## config.mk

```make
export PLATFORM = sky130hd
export DESIGN_NAME = ssrb_register_bank
export DESIGN_NICKNAME = d
export VERILOG_FILES = /design/src/hdl/ssrb_pkg.sv /design/src/hdl/ssrb_serial_port.sv /design/src/hdl/ssrb_register_bank.sv
export VERILOG_INCLUDE_DIRS = /design/src /design/src/hdl
export SDC_FILE = /design/constraint.sdc
export NUM_CORES = 2
export LEC_CHECK = 0
export ABC_AREA = 1
export BUFFER_PORTS_ARGS = -buffer_cell sky130_fd_sc_hd__clkbuf_2
export CAP_MARGIN = 10
export CORE_MARGIN = 1
export CORE_UTILIZATION = 57
export CTS_CLUSTER_SIZE = 14
export DETAILED_ROUTE_END_ITERATION = 10
export PLACE_DENSITY = 0.76
export REMOVE_ABC_BUFFERS = 1
export SYNTH_ARGS = -nofsm -noshare
export SYNTH_HDL_FRONTEND = slang
export SYNTH_SLANG_ARGS = --single-unit
```

## constraint.sdc

```tcl
create_clock -name ref_clk -period 20.8 [get_ports ref_clk]
set_input_delay 1.04 -clock ref_clk [delete_from_list [all_inputs] [get_ports ref_clk]]
set_output_delay 1.04 -clock ref_clk [all_outputs]
set_load 0.02 [all_outputs]
```

## src/hdl/ssrb_defines.svh

```systemverilog
/*
 * Constants of the synthesizer serial register bank: addresses, depths,
 * field positions, open-bit masks and reset values.
 * Assumes inclusion by bare name from the package only.
 */
// Functional notes
// [RULE1] decode addresses 0x00 to 0x16, twenty-three locations
// [RULE2] addresses 0x05, 0x06 unused, hold nothing
// [RULE3] transfer length follows each register's own depth
// [RULE4] bit zero is the least significant bit
// [RULE5] buffered values go active on update or profile change
// [RULE6] address step rate sits in bits 55:40
// [RULE7] end address upper bits 39:32, low bits 31:30
// [RULE8] mode 2:0, zero-crossing and no-dwell flags in byte 0
// [RULE9] open bits ignore writes and read zero; code masks on write only, so bits stored before a ram_en change read back
// [RULE10] top register passes one memory word per access
`ifndef SSRB_DEFINES_SVH
`define SSRB_DEFINES_SVH

`define SSRB_ADDR_W        5
`define SSRB_ADDR_CTRL_ONE 5'h00
`define SSRB_ADDR_UNUSED_A 5'h05
`define SSRB_ADDR_UNUSED_B 5'h06
`define SSRB_ADDR_PROF0    5'h0E
`define SSRB_ADDR_PROF7    5'h15
`define SSRB_ADDR_RAM      5'h16
`define SSRB_ADDR_LAST     5'h16
`define SSRB_NUM_LOC       24

`define SSRB_INSTR_READ    7

`define SSRB_DEPTH_DEF     4'h4
`define SSRB_DEPTH_PROF    4'h8
`define SSRB_DEPTH_SHORT   4'h2

`define SSRB_RAM_EN_BIT    31
`define SSRB_STEP_HI       55
`define SSRB_STEP_LO       40
`define SSRB_END_HI        39
`define SSRB_END_LO        32
`define SSRB_END_LSB_HI    31
`define SSRB_END_LSB_LO    30
`define SSRB_START_HI      23
`define SSRB_START_LO      16
`define SSRB_START_LSB_HI  15
`define SSRB_START_LSB_LO  14
`define SSRB_NODWELL_BIT   5
`define SSRB_ZC_BIT        3
`define SSRB_MODE_HI       2
`define SSRB_MODE_LO       0

`define SSRB_MASK_WAVE     64'h00FF_FFFF_C0FF_C02F
`define SSRB_MASK_TONE     64'h3FFF_FFFF_FFFF_FFFF
`define SSRB_RESET_VAL     64'h0000_0000_0000_0000

`endif

```

## src/hdl/ssrb_pkg.sv

```systemverilog
/*
 * Types and shared decoding of the serial register bank.
 * Assumes ssrb_defines.svh is on the include path.
 */
`include "ssrb_defines.svh"

package ssrb_pkg;

	typedef enum logic [1:0] {
		SSRB_INSTR,
		SSRB_DATA,
		SSRB_DONE
	} ssrb_port_t;

	typedef logic [63:0] ssrb_word_t;

	// byte depth of each location; unused and undefined ones still clock
	// four bytes so a stray access cannot desynchronise the port
	function automatic logic [3:0] ssrb_depth(
		input logic [`SSRB_ADDR_W-1:0] addr
	);
		logic [3:0] d;
		d = `SSRB_DEPTH_DEF;
		if (addr == 5'h08)
			d = `SSRB_DEPTH_SHORT;
		else if (addr == 5'h0B || addr == 5'h0C)
			d = `SSRB_DEPTH_PROF;
		else if (addr >= `SSRB_ADDR_PROF0 && addr <= `SSRB_ADDR_PROF7)
			d = `SSRB_DEPTH_PROF;
		return d;
	endfunction

	function automatic ssrb_word_t ssrb_depth_mask(input logic [3:0] d);
		ssrb_word_t m;
		m = 64'hFFFF_FFFF_FFFF_FFFF;
		if (d < 4'h8)
			m = ~(m << {d[2:0], 3'b000});
		return m;
	endfunction

endpackage

```

## src/hdl/ssrb_serial_port.sv

```systemverilog
/*
 * Serial port engine: one instruction byte (read flag, address), then
 * as many data bytes as the addressed location holds, MSB first.
 * Assumes sclk and cs_n synchronous to ref_clk, each sclk phase at least
 * three ref_clk periods long.
 */
`timescale 1ns/1ps
`default_nettype none

module ssrb_serial_port
	import ssrb_pkg::*;
(
	input  wire logic                    ref_clk,
	input  wire logic                    reset_n,
	input  wire logic                    cs_n,
	input  wire logic                    sclk,
	input  wire logic                    sdio_in,
	output logic                         sdio_out,
	output logic                         sdio_oe,
	input  wire ssrb_word_t              rd_data,
	output logic [`SSRB_ADDR_W-1:0]      addr_r,
	output logic                         wr_stb_r,
	output ssrb_word_t                   wr_data_r
);

	ssrb_port_t  state_r;
	logic        sclk_q_r;
	logic        is_read_r;
	logic        load_r;
	logic [6:0]  bit_cnt_r;
	ssrb_word_t  sh_in_r;
	ssrb_word_t  sh_out_r;
	logic [6:0]  frame_bits;
	logic        rise;
	logic        fall;

	assign rise = sclk & ~sclk_q_r;
	assign fall = ~sclk & sclk_q_r;
	assign frame_bits = {ssrb_depth(addr_r), 3'b000};

	always_ff @(posedge ref_clk)
	begin
		if (!reset_n)
			sclk_q_r <= 1'b0;
		else
			sclk_q_r <= sclk;
	end

	always_ff @(posedge ref_clk)
	begin
		if (!reset_n || cs_n)
		begin
			state_r   <= SSRB_INSTR;
			bit_cnt_r <= 7'h00;
			sh_in_r   <= `SSRB_RESET_VAL;
			is_read_r <= 1'b0;
			load_r    <= 1'b0;
			wr_stb_r  <= 1'b0;
			if (!reset_n)
			begin
				addr_r    <= 5'h00;
				wr_data_r <= `SSRB_RESET_VAL;
			end
		end
		else
		begin
			wr_stb_r <= 1'b0;
			load_r   <= 1'b0;
			if (rise && state_r != SSRB_DONE)
			begin
				sh_in_r   <= {sh_in_r[62:0], sdio_in};
				bit_cnt_r <= bit_cnt_r + 7'h01;
				unique case (state_r)
					SSRB_INSTR:
					begin
						if (bit_cnt_r == 7'h07)
						begin
							is_read_r <= sh_in_r[`SSRB_INSTR_READ-1];
							addr_r    <= {sh_in_r[3:0], sdio_in};
							load_r    <= sh_in_r[`SSRB_INSTR_READ-1];
							bit_cnt_r <= 7'h00;
							state_r   <= SSRB_DATA;
						end
					end
					SSRB_DATA:
					begin
						// value arrives right-aligned, bit 0 last in
						if (bit_cnt_r == frame_bits - 7'h01) // see [RULE3] [RULE4]
						begin
							state_r   <= SSRB_DONE;
							wr_stb_r  <= ~is_read_r;
							wr_data_r <= {sh_in_r[62:0], sdio_in};
						end
					end
					SSRB_DONE:
					begin
					end
				endcase
			end
		end
	end

	// read data leaves on falling edges so the host samples on rising ones
	always_ff @(posedge ref_clk)
	begin
		if (!reset_n)
		begin
			sh_out_r <= `SSRB_RESET_VAL;
			sdio_out <= 1'b0;
			sdio_oe  <= 1'b0;
		end
		else
		begin
			if (load_r)
				sh_out_r <= rd_data << {4'h8 - ssrb_depth(addr_r), 3'b000};
			else if (fall && state_r == SSRB_DATA && is_read_r)
			begin
				sdio_out <= sh_out_r[63];
				sh_out_r <= {sh_out_r[62:0], 1'b0};
			end
			sdio_oe <= ~cs_n && is_read_r && state_r == SSRB_DATA;
		end
	end
endmodule

`default_nettype wire

```

## src/hdl/ssrb_register_bank.sv

```systemverilog
/*
 * Serial register bank: buffered registers behind the serial port, the
 * active copies that feed the core, and the waveform memory word path.
 * Assumes io_update and profile_sel synchronous to ref_clk.
 */
`timescale 1ns/1ps
`default_nettype none

module ssrb_register_bank
	import ssrb_pkg::*;
#(
	parameter int NUM_LOC = `SSRB_NUM_LOC
)
(
	input  wire logic        ref_clk,
	input  wire logic        reset_n,
	input  wire logic        cs_n,
	input  wire logic        sclk,
	input  wire logic        sdio_in,
	output logic             sdio_out,
	output logic             sdio_oe,
	input  wire logic        io_update,
	input  wire logic [2:0]  profile_sel,
	output logic [31:0]      control_function_reg_one_r,
	output ssrb_word_t       active_profile_r,
	output logic [31:0]      ram_word_r,
	output logic             ram_word_valid_r
);

	ssrb_word_t                 buf_r [NUM_LOC];
	ssrb_word_t                 act_r [NUM_LOC];
	logic [`SSRB_ADDR_W-1:0]    addr;
	logic                       wr_stb;
	ssrb_word_t                 wr_data;
	ssrb_word_t                 rd_data;
	logic [2:0]                 prof_q_r;
	logic                       prof_chg;
	logic                       upd;
	logic                       ram_en;

	ssrb_serial_port u_port (
		.ref_clk   (ref_clk),
		.reset_n   (reset_n),
		.cs_n      (cs_n),
		.sclk      (sclk),
		.sdio_in   (sdio_in),
		.sdio_out  (sdio_out),
		.sdio_oe   (sdio_oe),
		.rd_data   (rd_data),
		.addr_r    (addr),
		.wr_stb_r  (wr_stb),
		.wr_data_r (wr_data)
	);

	// profile layout view follows the active memory enable
	assign ram_en = act_r[`SSRB_ADDR_CTRL_ONE][`SSRB_RAM_EN_BIT];

	function automatic ssrb_word_t ssrb_wmask(
		input logic [`SSRB_ADDR_W-1:0] a,
		input logic                    wave
	);
		ssrb_word_t m;
		m = ssrb_depth_mask(ssrb_depth(a));
		if (a == `SSRB_ADDR_UNUSED_A || a == `SSRB_ADDR_UNUSED_B)
			m = `SSRB_RESET_VAL; // see [RULE2]
		else if (a > `SSRB_ADDR_LAST)
			m = `SSRB_RESET_VAL; // see [RULE1]
		else if (a >= `SSRB_ADDR_PROF0 && a <= `SSRB_ADDR_PROF7)
			m = wave ? `SSRB_MASK_WAVE : `SSRB_MASK_TONE; // see [RULE9]
		return m;
	endfunction

	// undefined addresses read zero rather than alias a real register
	always_comb
	begin
		rd_data = `SSRB_RESET_VAL;
		if (addr <= `SSRB_ADDR_LAST) // see [RULE1]
			rd_data = buf_r[addr];
	end

	assign prof_chg = profile_sel != prof_q_r;
	assign upd      = io_update | prof_chg;

	always_ff @(posedge ref_clk)
	begin
		if (!reset_n)
			prof_q_r <= 3'h0;
		else
			prof_q_r <= profile_sel;
	end

	for (genvar g = 0; g < NUM_LOC; g++)
	begin : g_loc
		localparam logic [`SSRB_ADDR_W-1:0] LA = (`SSRB_ADDR_W)'(g);

		// open bits of the layout in force at the write are dropped on entry, so they read zero until rewritten, even after ram_en changes
		always_ff @(posedge ref_clk)
		begin
			if (!reset_n)
				buf_r[g] <= `SSRB_RESET_VAL;
			else if (wr_stb && addr == LA)
				buf_r[g] <= wr_data & ssrb_wmask(LA, ram_en); // see [RULE9]
		end

		always_ff @(posedge ref_clk)
		begin
			if (!reset_n)
				act_r[g] <= `SSRB_RESET_VAL;
			else if (upd)
				act_r[g] <= buf_r[g]; // see [RULE5]
		end
	end

	always_ff @(posedge ref_clk)
	begin
		if (!reset_n)
		begin
			control_function_reg_one_r <= 32'h0000_0000;
			active_profile_r           <= `SSRB_RESET_VAL;
		end
		else
		begin
			control_function_reg_one_r <= act_r[`SSRB_ADDR_CTRL_ONE][31:0];
			active_profile_r <=
				act_r[`SSRB_ADDR_PROF0 + {2'b00, prof_q_r}]; // see [RULE5]
		end
	end

	// memory words bypass the update path: each write access delivers one word
	always_ff @(posedge ref_clk)
	begin
		if (!reset_n)
		begin
			ram_word_r       <= 32'h0000_0000;
			ram_word_valid_r <= 1'b0;
		end
		else
		begin
			ram_word_valid_r <= wr_stb && addr == `SSRB_ADDR_RAM; // see [RULE10]
			if (wr_stb && addr == `SSRB_ADDR_RAM)
				ram_word_r <= wr_data[31:0];
		end
	end
endmodule

`default_nettype wire

```

# ---- After elaboration in Yosys (flattened, before gate mapping)
# Memories as Yosys holds them, arrays and structs flattened. A register that Yosys moved wholly into a read port is not among the register bits.
# Index checks and enable logic that the tools add are counted.
dict set report totals {
  ff_bits 279
  mem_count 2
  output_inout_bits 131
  ram_bits 3072
}
# memory depth word_bits read_ports rd_ports_with_merged_regs wr line_no
set mem_list {}
lappend mem_list {act_r 24 64 2 1 24 ssrb_register_bank.sv:31} ;# ssrb_word_t act_r [NUM_LOC];
lappend mem_list {buf_r 24 64 25 1 24 ssrb_register_bank.sv:30} ;# ssrb_word_t buf_r [NUM_LOC];
dict set report op_classes {
  n_shift 4
  order_cmp 6
  addsub 4
  n_eq_ne 31
  bitwise_logic 88
  n_reduce_logical 50
  mux 206
}
# op count
set op_table {}
lappend op_table {{64-bit 2-to-1 mux} 107}
lappend op_table {{64-bit AND} 24}
lappend op_table {{64-bit NOT} 3}
lappend op_table {{64-bit by 6-bit left shift with 64-bit output, first input constant} 3}
lappend op_table {{1-bit 2-to-1 mux} 76}
lappend op_table {{64-bit by 7-bit left shift with 64-bit output} 1}
lappend op_table {{62-bit 2-to-1 mux} 1}
lappend op_table {{1-bit OR} 49}
lappend op_table {{4-bit 2-to-1 mux} 11}
lappend op_table {{5-bit by 4-bit == test with 1-bit output, second input constant} 8}
lappend op_table {{5-bit == test, second input constant} 8}
lappend op_table {{1-bit logical AND} 30}
lappend op_table {{5-bit 2-to-1 mux} 6}
lappend op_table {{5-bit by 3-bit == test with 1-bit output, second input constant} 4}
lappend op_table {{7-bit 2-to-1 mux} 2}
lappend op_table {{2-bit nonzero test} 7}
lappend op_table {{4-bit less-than comparator, second input constant} 3}
lappend op_table {{4-bit AND reduction} 3}
lappend op_table {{5-bit by 2-bit == test with 1-bit output, second input constant} 2}
lappend op_table {{5-bit less-or-equal comparator, second input constant} 2}
lappend op_table {{1-bit NOT} 10}
lappend op_table {{4-bit OR reduction} 2}
lappend op_table {{7-bit by 1-bit adder with 7-bit output, second input constant} 1}
lappend op_table {{7-bit by 3-bit == test with 1-bit output, second input constant} 1}
lappend op_table {{19 further kinds} 25}

# ---- Depth between registers and ports, before layout
dict set report logic_depth {
  ltp_word 11
  mapped_depth 16
}

# ---- Modules after synthesis
# A second synthesis with hierarchy kept.
dict set report unflattened {
  hier_cells 10050
  hier_area_um2 92865.3
}
# mod instances cells_each area_each_um2
set by_module_without_submodules {}
lappend by_module_without_submodules {ssrb_register_bank 1 8910 83896.7}
lappend by_module_without_submodules {ssrb_serial_port 1 1140 8968.6}

# ---- Worst setup path after synthesis
# Ideal clock, no wire load.
dict set report synth_path {
  path_kind {input to register}
  from {input port reset_n}
  to {memory act_r[0][0] in the netlist's numbering, enable pin}
  setup_slack_ns 0.569
  setup_time_ns 5.527
  path_stages 4
  path_buffers 3
  t_arrival_ns 14.704
  required_time_ns 15.273
  cell_sequence {clkbuf_1 clkbuf_1 clkbuf_1 nand2_1}
}
# item line_no
set synth_lines {}
lappend synth_lines {{start: declaration} ssrb_register_bank.sv:16} ;# input wire logic reset_n,
lappend synth_lines {{end: declaration} ssrb_register_bank.sv:31}

==> flow_summary.yaml <==
run_status:
  outcome: "completed"
sta:
  holdWs_ns: 0.395
  tns_ns: 0
  rsz0062_at_grt: "no"
  fmax_mhz: 184
  period_needed_ns: 5.44
  setup_viol: 0
  hold_violations: 0
  drv_slew: 0
  tightest_slew_ns: 1.34
  fin_crit_sh_pct: 26.1
  clock_skew_ns: 0.0399
  fin_ws_ns: 15.36
  slew_headroom_pct: 10.6
logic_synthesis:
  synth_warnings: 0
  syn-instance-count: 9145
  avgSynthCellArea_um2: 9.89
  yosysSeqAreaShare_pct: 66.9
  synth-edff-count: 1829
  ys_ff_latch: 2108
  synth_ff_type: "edfxtp_1"
  synthesis.area_mm2: 0.0905
  async_reset_ff_share_pct: 0
  synth_cell_type_count: 45
worst_setup_path:
  reg2reg_from: "prof_q_r[0]"
  crit_arrival_ns: 6.02
  rr_worst_depth: 8
  crit_type: "register to register"
  r2r_end: "act_r[10][31]"
  cp_max_fo: 98
  start_kind: "register"
  end_kind: "register"
  rrSetupSlack_ns: 15.36
  required_ns: 21.38
final_layout:
  final_nets: 9037
  drive_above_1_share_pct: 7.44
  area_delta_synth_final_pct: 9.91
  fillers: 11700
  design_area_mm2: 0.0994
clock_tree:
  cts_setup_buffers: 0
  cts_sinks: 2108
  cts.htree.levels: 4
  cts_hold_buf: 0
  worst_skew_pair.late_latency_ns: 0.88
  clk_path_buf_depth: 3
  cts_root_buffer: "clkbuf_16"
  cts_buffers: 208
  clk_pin_slew_worst_paths_ns: 0.06
  post_cts_resized: 0
  cts_tree: "built"
floorplan:
  die_h_um: 400
  die_w_um: 400
  io_pins: 140
  core_area_mm2: 0.157
  die_area_mm2: 0.160
  num_rows: 145
  start_util_pct: 57.7
route:
  drc: 0
  drt_iter0_drc: 11600
  avgViaCountPerCell: 6.13
  detail_route.wl_per_cell_um: 25.8
  first_pass_iters: 7
  wirelength_um: 291000
  vias: 69100
  ant_nets: 0
min_path:
  hold_class: "input pin to register"
  hold_depth: 3
  hold_end: "prof_q_r[1]"
  min_from: "profile_sel[1]"
global_routing:
  grt_usage_pct: 35.6
  grt-ovfl-total: 0
  antenna_found_initial: 7
  first_global_vias: 65400
  grt_pass1_wl_um: 417000
  grt_max_degree: 201
pwr:
  p_total_w: 0.00956
  cellLeakagePower_nw: 41.7
  power_density_mw_per_mm2: 96.2
  ir_drop_mv: 0.0918
place:
  gp_congestion: 0.937
  io_buffers: 139
  dp_slack_ns: 15.09
  place_area_mm2: 0.0927
  hpwl_um: 161000
run:
  drv_cap: 0
-- cells in the final DEF, fill, tap and decap left out, drive strengths merged, types with 6 or more instances in the layout --
master   count
a31oi       10
nor2      2226
a22oi      181
a41oi       14
a22o         8
buf        128
o2111ai     35
xor2         6
nand3      308
a21oi      268
o22ai       82
bufinv      13
edfxtp    1829
nand4       92
mux2i        7
o21ai      492
nor3        17
a31o        32
nand2     1401
clkinv      99
o221ai       8
clkbuf     436
o211ai      16
a2111o       8
dfxtp      279
inv       1198
-- metal layers --
layer	vias up	GRT usage [%]	part of all wire (%)
li1	29700	-	-
met1	32200	45.4	33
met2	5890	54.5	44
met3	1282	9.39	16
met4	10	22.1	7.3
met5	-	0.119	0.042
-- cells by family after synthesis --
kind of cell,count (synthesis),share of synthesized area (%)
and+or+nand+nor,4052,17.6
DFF,2108,66.9
buffers and inverters,1813,7.82
AOI/OAI and AO/OA,1156,7.53
xor gates and xnor gates,7,0.0678
muxes,7,0.0774
adders and majority gates,2,0.0277
-- synthesized netlist by cell type, drive strengths merged, types with 17 or more instances --
cell type  count  area [um2]
o22ai         82         513
o2111ai       35         307
nor2        2226        8390
clkinv        26        97.6
clkbuf       375        1410
nor3          17        90.1
edfxtp      1829       54900
nand4         92         576
a21oi        268        1340
a31o          32         280
buf          220        1090
dfxtp        279        5590
a22oi        181        1360
nand3        308        1550
nand2       1401        5270
inv         1192        4480
o21ai        492        2460
-- sequential cells by signal (all words and copies together), names as in the netlist, 2 cells and up, named ones only --
| signal | count |
|---|---|
| u_port.sh_out_r | 64 |
| prof_q_r | 3 |
| u_port.state_r | 2 |
| ram_word_r | 32 |
| u_port.sh_in_r | 63 |
| buf_r | 960 |
| act_r | 800 |
| u_port.addr_r | 5 |
| control_function_reg_one_r | 32 |
| active_profile_r | 64 |
| u_port.bit_cnt_r | 7 |
| u_port.wr_data_r | 64 |
-- where the power goes --
group / total, W / leakage (nW) / internal, W / switching, W
registers: 0.00494 / 21.3 / 0.00484 / 0.0000906
logic: 0.000861 / 17.1 / 0.000184 / 0.000678
clock network: 0.00377 / 3.32 / 0.00212 / 0.00165
total: 0.00956 / 41.7 / 0.00715 / 0.00241
-- worst max-delay path: stages (launching register included) --
cell	delay, ns
dfxtp_4	0.33
buf_4	0.46
xor2_1	0.13
nor4_1	0.46
or2_4	0.99
buf_4	0.98
buf_4	0.73
buf_4	0.74
nor2_1	0.13
-- stage by stage --
stage / utilization (%) / std cells
finish: 63.4 / 11300
global route: 63.4 / 11300
CTS: 63.4 / 11300
global placement: 59.1 / 10900
detailed placement: 59.1 / 10900
floorplan: - / 8550
-- layout make-up --
| type | count | area [um2] | share of cell area [%] |
|---|---|---|---|
| antenna | 2 | 5.00 | 0.00503 |
| clock buffer | 298 | 5850 | 5.88 |
| clock inverter | 97 | 910 | 0.915 |
| inverter | 1218 | 4590 | 4.62 |
| multi-input combinational | 5224 | 23300 | 23.4 |
| sequential | 2108 | 60500 | 60.9 |
| tap | 2058 | 2570 | 2.59 |
| timing repair buffer | 266 | 1710 | 1.71 |
-- worst max path at each step --
stage / slack (ns) / end / start / cells past startpoint
after floorplan: 0.57 / act_r[0][0] / prof_q_r[0] / 3
after global placement: 15.16 / act_r[13][4] / profile_sel[1] / 8
after detailed placement: 15.09 / act_r[10][31] / profile_sel[1] / 8
after CTS: 15.56 / act_r[10][31] / prof_q_r[0] / 8
after global routing: 15.19 / act_r[10][9] / prof_q_r[0] / 8
final: 15.36 / act_r[10][31] / prof_q_r[0] / 8
No activity file was read; power rests on OpenSTA's default activity.
